===== src/shared/cesq_map.vh =====
// register map, field positions, reset values and timing figures of the converter
// enable sequencer; included by the top design file of the block only, definitions only
`ifndef CESQ_MAP_VH
`define CESQ_MAP_VH

// register offsets (byte addresses on the register port)
`define CESQ_REG_RSVD_A 8'h0c
`define CESQ_REG_RSVD_B 8'h0d
`define CESQ_REG_ENABLE 8'h0e
`define CESQ_REG_CONFIG 8'h0f

// reset values
`define CESQ_RST_RSVD_A 8'h10
`define CESQ_RST_RSVD_B 8'h08
`define CESQ_RST_ENABLE 8'ha2
`define CESQ_RST_CONFIG 8'he8

// converter_enable_control fields
`define CESQ_EN_PERMIT 7
`define CESQ_EN_BYPASS 6
`define CESQ_EN_SOFTSTART 5
`define CESQ_EN_RSVD 4
`define CESQ_EN_OFFDLY_HI 3
`define CESQ_EN_OFFDLY_LO 2
`define CESQ_EN_POLARITY 1
`define CESQ_EN_LOADOFF 0

// converter_config_control fields
`define CESQ_CF_UV_HI 7
`define CESQ_CF_UV_LO 5
`define CESQ_CF_STATUS 4
`define CESQ_CF_CABLE_HI 3
`define CESQ_CF_CABLE_LO 2
`define CESQ_CF_DELAY_HI 1
`define CESQ_CF_DELAY_LO 0

// analog selections, in millivolts per code step
`define CESQ_UV_STEP_MV 200
`define CESQ_CABLE_STEP_MV 100

// clock rate and the printed times
`define CESQ_CLK_MHZ 10
`define CESQ_CLK_KHZ 10000
`define CESQ_SS_SHORT_US 1500
`define CESQ_SS_LONG_US 5000
`define CESQ_ON_DLY1_MS 200
`define CESQ_ON_DLY2_MS 500
`define CESQ_ON_DLY3_MS 1000
`define CESQ_OFF_DLY1_MS 10000
`define CESQ_OFF_DLY2_MS 20000
`define CESQ_OFF_DLY3_MS 30000

`endif


===== src/cesq_sync.v =====
// two flip-flop synchroniser for levels arriving from pins
// assumes each bit is a slow level; a pulse shorter than one clock may be lost
`timescale 1ns/1ps
module cesq_sync #(
  parameter WIDTH = 1
) (
  input wire i_clock,              // system clock
  input wire i_resetn,             // async reset, active low
  input wire [WIDTH-1:0] i_async,  // level from outside the clock domain
  output wire [WIDTH-1:0] o_sync   // synchronised level
);
  reg [WIDTH-1:0] meta_q;
  reg [WIDTH-1:0] sync_q;

  // first stage is read only by the second stage
  always @(posedge i_clock or negedge i_resetn) begin
    if (!i_resetn) begin
      meta_q <= {WIDTH{1'b0}};
      sync_q <= {WIDTH{1'b0}};
    end else begin
      meta_q <= i_async;
      sync_q <= meta_q;
    end
  end

  assign o_sync = sync_q;
endmodule


===== src/cesq_timer.v =====
// interval timer: counts enabled cycles up to a limit and then holds done
// assumes the limit stays steady while counting; a limit of zero is done at once
`timescale 1ns/1ps
module cesq_timer #(
  parameter WIDTH = 32
) (
  input wire i_clock,             // system clock
  input wire i_resetn,            // async reset, active low
  input wire i_clear,             // restart from zero, wins over counting
  input wire i_count,             // count this cycle
  input wire [WIDTH-1:0] i_limit, // cycles to reach done
  output wire o_done              // limit reached, level
);
  reg [WIDTH-1:0] count_q;
  reg [WIDTH-1:0] count_d;

  assign o_done = (count_q >= i_limit);

  // saturate at the limit so a long wait never wraps back to not done
  always @* begin
    count_d = count_q;
    if (i_clear) begin
      count_d = {WIDTH{1'b0}};
    end else if (i_count && !o_done) begin
      count_d = count_q + {{(WIDTH-1){1'b0}}, 1'b1};
    end
  end

  always @(posedge i_clock or negedge i_resetn) begin
    if (!i_resetn) begin
      count_q <= {WIDTH{1'b0}};
    end else begin
      count_q <= count_d;
    end
  end
endmodule


===== src/cesq_top.v =====
// converter enable sequencer: control registers, enable qualification, turn-on
// delay, soft-start, light-load latch-off and the open-drain run status pin
// assumes a register port driven by the serial bus front end on the same clock,
// and pin or comparator levels that may change at any time
`timescale 1ns/1ps
`include "cesq_map.vh"

// How it works
// - a clear master permit bit keeps the converter off whatever the pin or bypass say.
// - with permit set the pin or the register path enables, only while standby-off is low.
// - with pin bypass set the pin is ignored and only the permit bit and standby-off decide.
// - soft-start lasts 1.5 ms with its select bit clear and 5 ms with it set.
// - the light-load delay code 00 disables it and 01, 10, 11 give 10 s, 20 s, 30 s.
// - an armed light load outlasting the delay turns off and latches until re-enabled.
// - the enable pin is active low with polarity clear and active high with it set.
// - the undervolt code lowers the threshold by 0.2 V per step, down to 1.4 V at 111.
// - with status drive set the pin is pulled low while running and free on fault or UV.
// - the cable-drop code 00 disables it and 01, 10, 11 give 100, 200, 300 mV.
// - after an enable the start waits 0 ms, 200 ms, 500 ms or 1 s by the delay code.
module cesq_top #(
  parameter [31:0] SS_SHORT_CYC = `CESQ_SS_SHORT_US * `CESQ_CLK_MHZ,
  parameter [31:0] SS_LONG_CYC = `CESQ_SS_LONG_US * `CESQ_CLK_MHZ,
  parameter [31:0] ON_DLY1_CYC = `CESQ_ON_DLY1_MS * `CESQ_CLK_KHZ,
  parameter [31:0] ON_DLY2_CYC = `CESQ_ON_DLY2_MS * `CESQ_CLK_KHZ,
  parameter [31:0] ON_DLY3_CYC = `CESQ_ON_DLY3_MS * `CESQ_CLK_KHZ,
  parameter [31:0] OFF_DLY1_CYC = `CESQ_OFF_DLY1_MS * `CESQ_CLK_KHZ,
  parameter [31:0] OFF_DLY2_CYC = `CESQ_OFF_DLY2_MS * `CESQ_CLK_KHZ,
  parameter [31:0] OFF_DLY3_CYC = `CESQ_OFF_DLY3_MS * `CESQ_CLK_KHZ
) (
  input wire i_clock,                // 10 MHz system clock
  input wire i_resetn,               // async reset, active low
  input wire [7:0] i_reg_addr,       // register byte address
  input wire [7:0] i_reg_wdata,      // register write data
  input wire i_reg_write,            // write strobe, one cycle
  input wire i_reg_read,             // read strobe, one cycle
  output reg [7:0] o_reg_rdata,      // read data, valid the cycle after the read
  input wire i_enable_pin,           // external enable pin, asynchronous
  input wire i_light_load,           // light-load comparator, asynchronous
  input wire i_output_fault,         // output fault flag, asynchronous
  input wire i_input_undervolt,      // input undervoltage flag, asynchronous
  input wire i_standby_off_state,    // standby-off mode bit, same clock
  output reg o_converter_run,        // converter switching (soft-start or run)
  output reg o_softstart_active,     // soft-start ramp in progress
  output reg o_softstart_long,       // selected ramp is the long one
  output reg o_lightload_latched,    // latched off by light load
  output reg [10:0] o_undervolt_offset_mv, // threshold offset below base level
  output reg [8:0] o_cable_comp_mv,  // cable-drop compensation amount
  output wire o_status_out,          // status pin output value, always low
  output reg o_status_oe             // status pin pull-down enable
);
  // sequencer states
  // binary codes; an unused code falls back to off through the default branch
  localparam [2:0] ST_OFF = 3'h0;
  localparam [2:0] ST_DELAY = 3'h1;
  localparam [2:0] ST_SOFT = 3'h2;
  localparam [2:0] ST_RUN = 3'h3;
  localparam [2:0] ST_LATCH = 3'h4;

  reg [7:0] rsvd_a_q;
  reg [7:0] rsvd_b_q;
  reg [7:0] enable_q;
  reg [7:0] config_q;
  reg [2:0] state_q;
  reg [2:0] state_d;
  reg [7:0] rdata_d;
  reg [31:0] on_limit;
  reg [31:0] ss_limit;
  reg [31:0] off_limit;
  wire [3:0] pins_sync;
  wire pin_level;
  wire light_load;
  wire out_fault;
  wire in_uv;
  wire pin_active;
  wire enable_req;
  wire off_armed;
  wire on_done;
  wire ss_done;
  wire off_done;
  wire running_d;

  // all four outside levels pass two flops before any logic looks at them
  // so a pin change is seen two clocks late, far below any delay the sequencer counts
  cesq_sync #(
    .WIDTH(4)
  ) u_sync (
    .i_clock(i_clock),
    .i_resetn(i_resetn),
    .i_async({i_input_undervolt, i_output_fault, i_light_load, i_enable_pin}),
    .o_sync(pins_sync)
  );

  assign pin_level = pins_sync[0];
  assign light_load = pins_sync[1];
  assign out_fault = pins_sync[2];
  assign in_uv = pins_sync[3];

  // pin polarity select
  assign pin_active = enable_q[`CESQ_EN_POLARITY] ? pin_level : ~pin_level;

  // permit gates everything; bypass replaces the pin; standby-off vetoes
  // standby-off comes from logic on this clock, so it needs no synchroniser
  assign enable_req = enable_q[`CESQ_EN_PERMIT]
    && !i_standby_off_state
    && (enable_q[`CESQ_EN_BYPASS] || pin_active);

  // light-load shutoff needs both the arm bit and a nonzero delay code
  assign off_armed = enable_q[`CESQ_EN_LOADOFF]
    && (enable_q[`CESQ_EN_OFFDLY_HI:`CESQ_EN_OFFDLY_LO] != 2'b00);

  // turn-on delay selection
  always @* begin
    case (config_q[`CESQ_CF_DELAY_HI:`CESQ_CF_DELAY_LO])
      2'b00: on_limit = 32'h0000_0000;
      2'b01: on_limit = ON_DLY1_CYC;
      2'b10: on_limit = ON_DLY2_CYC;
      default: on_limit = ON_DLY3_CYC;
    endcase
  end

  // soft-start length selection
  always @* begin
    if (enable_q[`CESQ_EN_SOFTSTART]) begin
      ss_limit = SS_LONG_CYC;
    end else begin
      ss_limit = SS_SHORT_CYC;
    end
  end

  // light-load delay selection; code 00 is never used since it disarms
  always @* begin
    case (enable_q[`CESQ_EN_OFFDLY_HI:`CESQ_EN_OFFDLY_LO])
      2'b01: off_limit = OFF_DLY1_CYC;
      2'b10: off_limit = OFF_DLY2_CYC;
      2'b11: off_limit = OFF_DLY3_CYC;
      default: off_limit = 32'hffff_ffff;
    endcase
  end

  // turn-on delay counts only while waiting in the delay state
  // the delay state lasts one clock more than the count, so code 00 still costs a clock
  cesq_timer #(
    .WIDTH(32)
  ) u_on_timer (
    .i_clock(i_clock),
    .i_resetn(i_resetn),
    .i_clear(state_q != ST_DELAY),
    .i_count(state_q == ST_DELAY),
    .i_limit(on_limit),
    .o_done(on_done)
  );

  // soft-start ramp timer
  // as with the delay, the ramp holds one clock beyond its count
  cesq_timer #(
    .WIDTH(32)
  ) u_ss_timer (
    .i_clock(i_clock),
    .i_resetn(i_resetn),
    .i_clear(state_q != ST_SOFT),
    .i_count(state_q == ST_SOFT),
    .i_limit(ss_limit),
    .o_done(ss_done)
  );

  // light-load timer restarts whenever the load climbs back up
  // a single clock above the light-load level restarts it; a noisy comparator therefore
  // delays the latch-off rather than causing a false one, which is the safer failure
  cesq_timer #(
    .WIDTH(32)
  ) u_off_timer (
    .i_clock(i_clock),
    .i_resetn(i_resetn),
    .i_clear((state_q != ST_RUN) || !light_load || !off_armed),
    .i_count(light_load),
    .i_limit(off_limit),
    .o_done(off_done)
  );

  // sequencer; dropping the request from any state returns to off, which is
  // also the only way out of the latched state
  always @* begin
    state_d = state_q;
    case (state_q)
      ST_OFF: begin
        if (enable_req) begin
          state_d = ST_DELAY;
        end
      end
      ST_DELAY: begin
        if (!enable_req) begin
          state_d = ST_OFF;
        end else if (on_done) begin
          state_d = ST_SOFT;
        end
      end
      ST_SOFT: begin
        if (!enable_req) begin
          state_d = ST_OFF;
        end else if (ss_done) begin
          state_d = ST_RUN;
        end
      end
      ST_RUN: begin
        if (!enable_req) begin
          state_d = ST_OFF;
        end else if (off_armed && off_done) begin
          state_d = ST_LATCH;
        end
      end
      ST_LATCH: begin
        if (!enable_req) begin
          state_d = ST_OFF;
        end
      end
      default: begin
        state_d = ST_OFF;
      end
    endcase
  end

  always @(posedge i_clock or negedge i_resetn) begin
    if (!i_resetn) begin
      state_q <= ST_OFF;
    end else begin
      state_q <= state_d;
    end
  end

  // outputs follow the next state so they line up with state_q
  assign running_d = (state_d == ST_SOFT) || (state_d == ST_RUN);

  always @(posedge i_clock or negedge i_resetn) begin
    if (!i_resetn) begin
      o_converter_run <= 1'b0;
      o_softstart_active <= 1'b0;
      o_lightload_latched <= 1'b0;
      o_status_oe <= 1'b0;
    end else begin
      o_converter_run <= running_d;
      o_softstart_active <= (state_d == ST_SOFT);
      o_lightload_latched <= (state_d == ST_LATCH);
      o_status_oe <= config_q[`CESQ_CF_STATUS] && running_d
        && !out_fault && !in_uv;
    end
  end

  // open drain: the pin is only ever pulled low or released
  // fault and undervolt only release the pin; they do not stop the sequencer
  assign o_status_out = 1'b0;

  // analog selections decoded to millivolts for the regulation side
  // registered so the regulation side never sees a half-written code
  always @(posedge i_clock or negedge i_resetn) begin
    if (!i_resetn) begin
      o_undervolt_offset_mv <= 11'h000;
      o_cable_comp_mv <= 9'h000;
      o_softstart_long <= 1'b0;
    end else begin
      o_undervolt_offset_mv <= config_q[`CESQ_CF_UV_HI:`CESQ_CF_UV_LO]
        * 11'd`CESQ_UV_STEP_MV;
      o_cable_comp_mv <= config_q[`CESQ_CF_CABLE_HI:`CESQ_CF_CABLE_LO]
        * 9'd`CESQ_CABLE_STEP_MV;
      o_softstart_long <= enable_q[`CESQ_EN_SOFTSTART];
    end
  end

  // register writes; unmapped offsets are ignored. reserved contents are
  // stored as written since software is trusted to leave them alone
  always @(posedge i_clock or negedge i_resetn) begin
    if (!i_resetn) begin
      rsvd_a_q <= `CESQ_RST_RSVD_A;
      rsvd_b_q <= `CESQ_RST_RSVD_B;
      enable_q <= `CESQ_RST_ENABLE;
      config_q <= `CESQ_RST_CONFIG;
    end else if (i_reg_write) begin
      case (i_reg_addr)
        `CESQ_REG_RSVD_A: rsvd_a_q <= i_reg_wdata;
        `CESQ_REG_RSVD_B: rsvd_b_q <= i_reg_wdata;
        `CESQ_REG_ENABLE: enable_q <= i_reg_wdata;
        `CESQ_REG_CONFIG: config_q <= i_reg_wdata;
        default: rsvd_a_q <= rsvd_a_q;
      endcase
    end
  end

  // read mux; unmapped offsets answer zero
  // a write and a read in one cycle return the contents from before the write
  always @* begin
    case (i_reg_addr)
      `CESQ_REG_RSVD_A: rdata_d = rsvd_a_q;
      `CESQ_REG_RSVD_B: rdata_d = rsvd_b_q;
      `CESQ_REG_ENABLE: rdata_d = enable_q;
      `CESQ_REG_CONFIG: rdata_d = config_q;
      default: rdata_d = 8'h00;
    endcase
  end

  // read data is held until the next read strobe
  always @(posedge i_clock or negedge i_resetn) begin
    if (!i_resetn) begin
      o_reg_rdata <= 8'h00;
    end else if (i_reg_read) begin
      o_reg_rdata <= rdata_d;
    end
  end
endmodule


===== config.mk =====
export PLATFORM = sky130hd
export DESIGN_NAME = cesq_top
export DESIGN_NICKNAME = d
export VERILOG_FILES = /design/src/cesq_sync.v /design/src/cesq_timer.v /design/src/cesq_top.v
export VERILOG_INCLUDE_DIRS = /design/src /design/src/shared
export SDC_FILE = /design/constraint.sdc
export NUM_CORES = 1
export LEC_CHECK = 0
export BUFFER_PORTS_ARGS = -buffer_cell sky130_fd_sc_hd__buf_2
export CAP_MARGIN = 40
export CORE_MARGIN = 4
export CORE_UTILIZATION = 61
export DETAILED_ROUTE_END_ITERATION = 6
export PLACE_DENSITY = 0.81
export SLEW_MARGIN = 20
export SYNTH_ARGS = -nofsm -noshare
export SYNTH_HDL_FRONTEND = slang
export SYNTH_SLANG_ARGS = --single-unit

===== constraint.sdc =====
create_clock -name i_clock -period 3.45 [get_ports i_clock]
set_input_delay 0.345 -clock i_clock [delete_from_list [all_inputs] [get_ports i_clock]]
set_output_delay 0.345 -clock i_clock [all_outputs]
set_load 0.01 [all_outputs]

**After elaboration in Yosys (flattened, before gate mapping)**

Cells that the tools add are included.

- Input port bits: 25
- Register bits after elaboration: 167

- $mul: 2
- Reduce and logical (&&, ||, !) cells: 32
- Magnitude comparators: 3
- Muxes and demuxes: 20
- Equal/unequal tests: 19
- Add/sub/neg operators: 3
- Bitwise operators: 1

Operators by type and width:

| cell | count |
|---|---|
| $mux W32 | 6 |
| $add A32 B1 Y32 const B | 3 |
| $pmux W32 S3 | 1 |
| $pmux W24 S3 | 1 |
| $eq A8 B4 Y1 const B | 4 |
| $ge A32 B16 Y1 | 1 |
| $ge A32 B24 Y1 | 1 |
| $ge A32 B32 Y1 | 1 |
| $pmux W8 S4 | 1 |
| $mux W3 | 8 |
| $mux W16 | 1 |
| $pmux W3 S5 | 1 |
| $eq A3 B2 Y1 const B | 4 |
| $logic_and A1 B1 Y1 | 10 |
| $logic_not A1 Y1 | 8 |
| $mul A3 B5 Y8 const B | 1 |
| $reduce_and A2 Y1 | 4 |
| $reduce_bool A2 Y1 | 4 |
| $mul A2 B5 Y7 const B | 1 |
| $eq A2 B2 Y1 const B | 3 |
| $eq A3 B3 Y1 const B | 2 |
| $ne A3 B2 Y1 const B | 2 |
| $eq A2 B1 Y1 const B | 2 |
| $logic_or A1 B1 Y1 | 4 |
| 6 further kinds | 6 |

**Logic depth before layout (Yosys ltp)**

- Depth in word-level cells: 12
- Depth in mapped cells: 12

**Modules after synthesis**

From an unflattened synthesis, not the netlist that was laid out.

- Cells, all modules: 1141
- Area, all modules: 11058.1 µm²

Modules (own cells, without submodules):

| module | area each (µm²) | times used | cells an instance |
|---|---|---|---|
| cesq_timer | 2677.6 | 3 | 312 |
| cesq_top | 2825.2 | 1 | 197 |
| cesq_sync | 200.2 | 1 | 8 |

**Least setup slack after synthesis**

No wires, ideal clock.

- Path kind: register -> register
- Start point: register enable_q[3]
- End point: register u_off_timer.count_q[27]
- Buffers on the path: 1
- Setup time: 0.079 ns
- Data arrival time: 3.032 ns
- Stages on the path, launching flop included: 12
- Path slack: 0.339 ns
- Data required time: 3.371 ns
- Cell sequence: dfrtp_1 -> inv_1 -> ha_1 -> inv_1 -> ha_1 -> a41oi_1 -> o21ai_0 -> a222oi_1 -> a21oi_1 -> buf_2 -> nor4_1 -> mux2i_1

- Word-level cells in the longest chain between the ends: 6
- Elaborated cells on any way between the ends: 13

Ends and longest elaborated chain:

| item | line | RTL |
|---|---|---|
| from (decl) | cesq_top.v:61 | `reg [7:0] enable_q;` |
| from (signal assigned) | cesq_top.v:274 | `` enable_q <= `CESQ_RST_ENABLE; `` |
| from (signal assigned) | cesq_top.v:280 | `` `CESQ_REG_ENABLE: enable_q <= i_reg_wdata; `` |
| $eq A2 B2 Y1 or $eq A2 B1 Y1 (tied branches) | cesq_top.v:132 | `` case (enable_q[`CESQ_EN_OFFDLY_HI:`CESQ_EN_OFFDLY_LO]) `` |
| $pmux W32 S3 | cesq_top.v:132 |  |
| $ge A32 B32 Y1 | cesq_timer.v:17 | `assign o_done = (count_q >= i_limit);` |
| $logic_not A1 Y1 | cesq_timer.v:24 | `end else if (i_count && !o_done) begin` |
| $logic_and A1 B1 Y1 | cesq_timer.v:24 |  |
| $reduce_bool A2 Y1 (no line) | - |  |
| to (signal assigned) | cesq_timer.v:31 | `count_q <= {WIDTH{1'b0}};` |
| to (signal assigned) | cesq_timer.v:33 | `count_q <= count_d;` |
| to (decl) | cesq_timer.v:14 | `reg [WIDTH-1:0] count_q;` |

Parallel ways exist; a longest one is shown, timed or not.
A chain may end at the register's enable or synchronous reset.

**Worst setup path after layout**

- Start point: register enable_q[2]
- End point: register u_off_timer.count_q[4]

The elaborated chain is that of the path after synthesis.

==> impl_metrics.tcl <==
set metrics [dict create \
    clkSlewWorstSetupHoldPaths_ns 0.07 \
    setup_tns_ns 0 \
    peakVddDrop_uv 346 \
    die_h_um 131 \
    pin_count 59 \
    synth_top_cell_area_share 0.421 \
    clkPwrFrac 0.471 \
    rsz0062_at_grt "no" \
    synthAdderAreaFrac 0.0924 \
    yosys_most_used_dff "dfrtp_1" \
    crit_type "register to register" \
    synth_common_cells "155 x dfrtp_1, 81 x nand2_1, 68 x ha_1" \
    cp-start-kind "register" \
    nNetsFinal 1053 \
    status "completed" \
    synthArstFlopShare 1.00 \
    crit_path_frequent_cell "buf_4" \
    fmax_mhz 302 \
    die-area_um2 17100 \
    setup_viol 0 \
    fin_crit_ns 3.31 \
    synth_compound_gate_area_share 0.109 \
    path_delay_family "simple AND/OR/NAND/NOR gates" \
    slew-limit-headroom 0.485 \
    die_x_um 131 \
    crit_buf_inv 4 \
    ant_nets 0 \
    fin_crit_sh 0.958 \
    fillers 1042 \
    hold_violations 0 \
    cp-end-kind "register" \
    critical_path.max_fanout 29 \
    placedCellCount 1118 \
    drive_gt1_frac 0.182 \
    synth_top_family_by_area "simple AND/OR/NAND/NOR gates" \
    grt_antenna_before_repair 0 \
    tritoncts "done" \
    cp_cell_sequence "inv_1 > ha_2 > clkinvlp_4 > buf_4 > ha_1 > nand4_1 > nor4b_2 > a211o_1 > or2_1 > buf_4 > or4_1 > a21oi_1" \
    whs_ns 0.0124 \
    synth_area_um2 9210 \
    final_cell_count_no_fill 1157 \
    cap_violations 0 \
    post-synth-top-count-cell "dfrtp_1" \
    reg2reg_setup_slack_ns 0.14 \
    ys_types 70 \
    ctsRootBufferMaster "clkbuf_16" \
    synth_top_area_cell "dfrtp_1" \
    ys_seq_area_frac 0.447 \
    grt_overflow_total 0 \
    synthMuxAreaShare 0.0799 \
    finalClockSkew_ns 0.0117 \
    coreArea_um2 14600 \
    power.internal_uw 3120 \
    syn_to_final_growth_pct 12.7 \
    gr-usage-all-layers 0.247 \
    clk_latency_ns 0.43 \
    drtIter0Drc 539 \
    synth_xor_area_frac 0.00951 \
    final_cell_area_um2 10400 \
    grt_max_degree 69 \
    power_switching_uw 1090 \
    slew_violations 0 \
    grt_pass1_vias 6915 \
    required_ns 3.80 \
    crit_slowest_cell "or4_1" \
    cts_made_buffers 17 \
    grt_pass1_wl_um 33800 \
    syn_inst 902 \
    hp-class "input pin to register" \
    synth.avg_cell_area_um2 10.2 \
    routed_wl_um 20300 \
    vias 7182 \
    rows 44 \
    firstDrtPassIters 7 \
    place_area_um2 9680 \
    cts.sink_count 164 \
    synth_enable_flop_cells 0 \
    antenna_cells 0 \
    synthSimpleGateAreaFrac 0.217 \
    synth-seq-cells 164 \
    synth_warnings 0 \
    dpl.hpwl_um 13800 \
    slowest_delay_ns 0.52 \
    final_util 0.709 \
    place.gp.congestion 0.895 \
    p_leak_uw 0.00477 \
    drc 0 \
    start_util 0.629 \
    avgRoutedWirePerCell_um 17.6 \
    htreeDepth 4 \
    synth_area_leaders "dfrtp_1 42%, ha_1 9.2%, mux2_2 3.4%" \
    tightestPinTransition_ns 0.770 \
    viasPerCell 6.21 \
    power_density_nw_per_um2 405 \
    cp.arrival_ns 3.65 \
    clock_path_buffers 2 \
    p_seq_frac 0.472 \
    swShare 0.259 \
    io_buffers 51 \
    p_comb_frac 0.058 \
]
==> per-layer routing <==
| metal | vias up | wire [um] | GRT usage | share of wire |
|---|---|---|---|---|
| met4 | 0 | 335 | 0.0696 | 0.016 |
| li1 | 3402 | - | - | - |
| met2 | 218 | 10100 | 0.409 | 0.50 |
| met1 | 3530 | 8910 | 0.335 | 0.44 |
| met5 | - | 0 | 0 | 0 |
| met3 | 32 | 939 | 0.0472 | 0.046 |
==> final cells by class <==
| cell class | instances | area (um^2) | area share |
|---|---|---|---|
| clock buffers | 17 | 425 | 0.0410 |
| clock inverters | 15 | 205 | 0.0198 |
| inverters | 42 | 161 | 0.0155 |
| multi-input cells | 653 | 4720 | 0.455 |
| flip-flops and latches | 164 | 4120 | 0.396 |
| well taps | 184 | 230 | 0.0222 |
| repair buffers | 81 | 514 | 0.0495 |
| repair inverters | 1 | 7.51 | 0.000723 |
==> worst register-to-register path, cell delays in order, from the launching register on <==
cell	delay, ns
dfrtp_1	0.43
inv_1	0.13
ha_2	0.30
clkinvlp_4	0.18
buf_4	0.17
ha_1	0.30
nand4_1	0.14
nor4b_2	0.07
a211o_1	0.35
or2_1	0.22
buf_4	0.23
or4_1	0.52
a21oi_1	0.17
==> final timing paths <==
path,start,endpoint,cells after the start
max in group asynchronous,i_resetn,rsvd_b_q[3],3
max reg2reg,enable_q[2],u_off_timer.count_q[4],12
min reg2reg,u_sync.meta_q[2],u_sync.o_sync[2],0
min in group asynchronous,i_resetn,u_ss_timer.count_q[14],2
min,i_output_fault,u_sync.meta_q[2],1
max,enable_q[2],u_off_timer.count_q[4],12
==> cell usage in the layout (no fill, tap or decap), types with 7 or more instances in the layout <==
master | Yosys | layout
a21oi_1 | 37 | 37
and2_1 | 27 | 27
and3_1 | 18 | 18
buf_2 | 4 | 50
buf_4 | 9 | 27
clkbuf_16 | 0 | 17
conb_1 | 1 | 7
dfrtp_1 | 155 | 155
dfstp_2 | 9 | 9
ha_1 | 68 | 67
inv_1 | 42 | 41
mux2_2 | 28 | 28
mux2i_1 | 24 | 24
mux4_2 | 8 | 8
nand2_1 | 81 | 81
nand2b_1 | 31 | 31
nand3_1 | 48 | 48
nand4_1 | 31 | 31
nor2_1 | 40 | 40
nor3_1 | 12 | 12
nor4_1 | 13 | 13
o211ai_1 | 10 | 10
o21ai_0 | 25 | 25
o22ai_1 | 7 | 7
o311ai_0 | 9 | 9
o31ai_1 | 12 | 12
or3_1 | 11 | 11
or4_1 | 21 | 21
==> state kept, by name, summed over array words and instances, names as in the netlist, 5 cells and up <==
| register | flops |
|---|---|
| config_q | 8 |
| rsvd_b_q | 8 |
| o_cable_comp_mv | 5 |
| o_undervolt_offset_mv | 7 |
| u_on_timer.count_q | 32 |
| o_reg_rdata | 8 |
| u_off_timer.count_q | 32 |
| rsvd_a_q | 8 |
| enable_q | 8 |
| u_ss_timer.count_q | 32 |
==> metrics by stage <==
stage	setup WS (ns)	total power, uW
2_1_floorplan	0.339	2150
3_3_place_gp	0.335	2240
3_5_place_dp	0.185	2250
4_1_cts	0.165	4230
5_1_grt	0.0100	4360
6_report	0.143	4200
==> timing repair <==
action | 4_1_cts | 5_1_grt
hold endpoints to repair | 61 | 0
setup endpoints to repair | 0 | 17
hold buffers | 1 | 0
resized for setup | 0 | 5
setup buffers | 0 | 4
==> logic make-up after synthesis <==
kind of cell,count (synthesis)
simple gates,363
flops,164
compound gates,145
buf+inv,91
fa+ha+maj,68
mux,60
xor+xnor,10
other cells,1
==> power groups by stage <==
stage	combinational (uW)	clock, uW	sequential (uW)
CTS	235	2010	1980
global route	277	2100	1990
detailed placement	231	0	2020
global placement	224	0	2020
floorplan	125	0	2020
finish	243	1980	1980
Note: power is estimated with default switching activity, not from simulation.
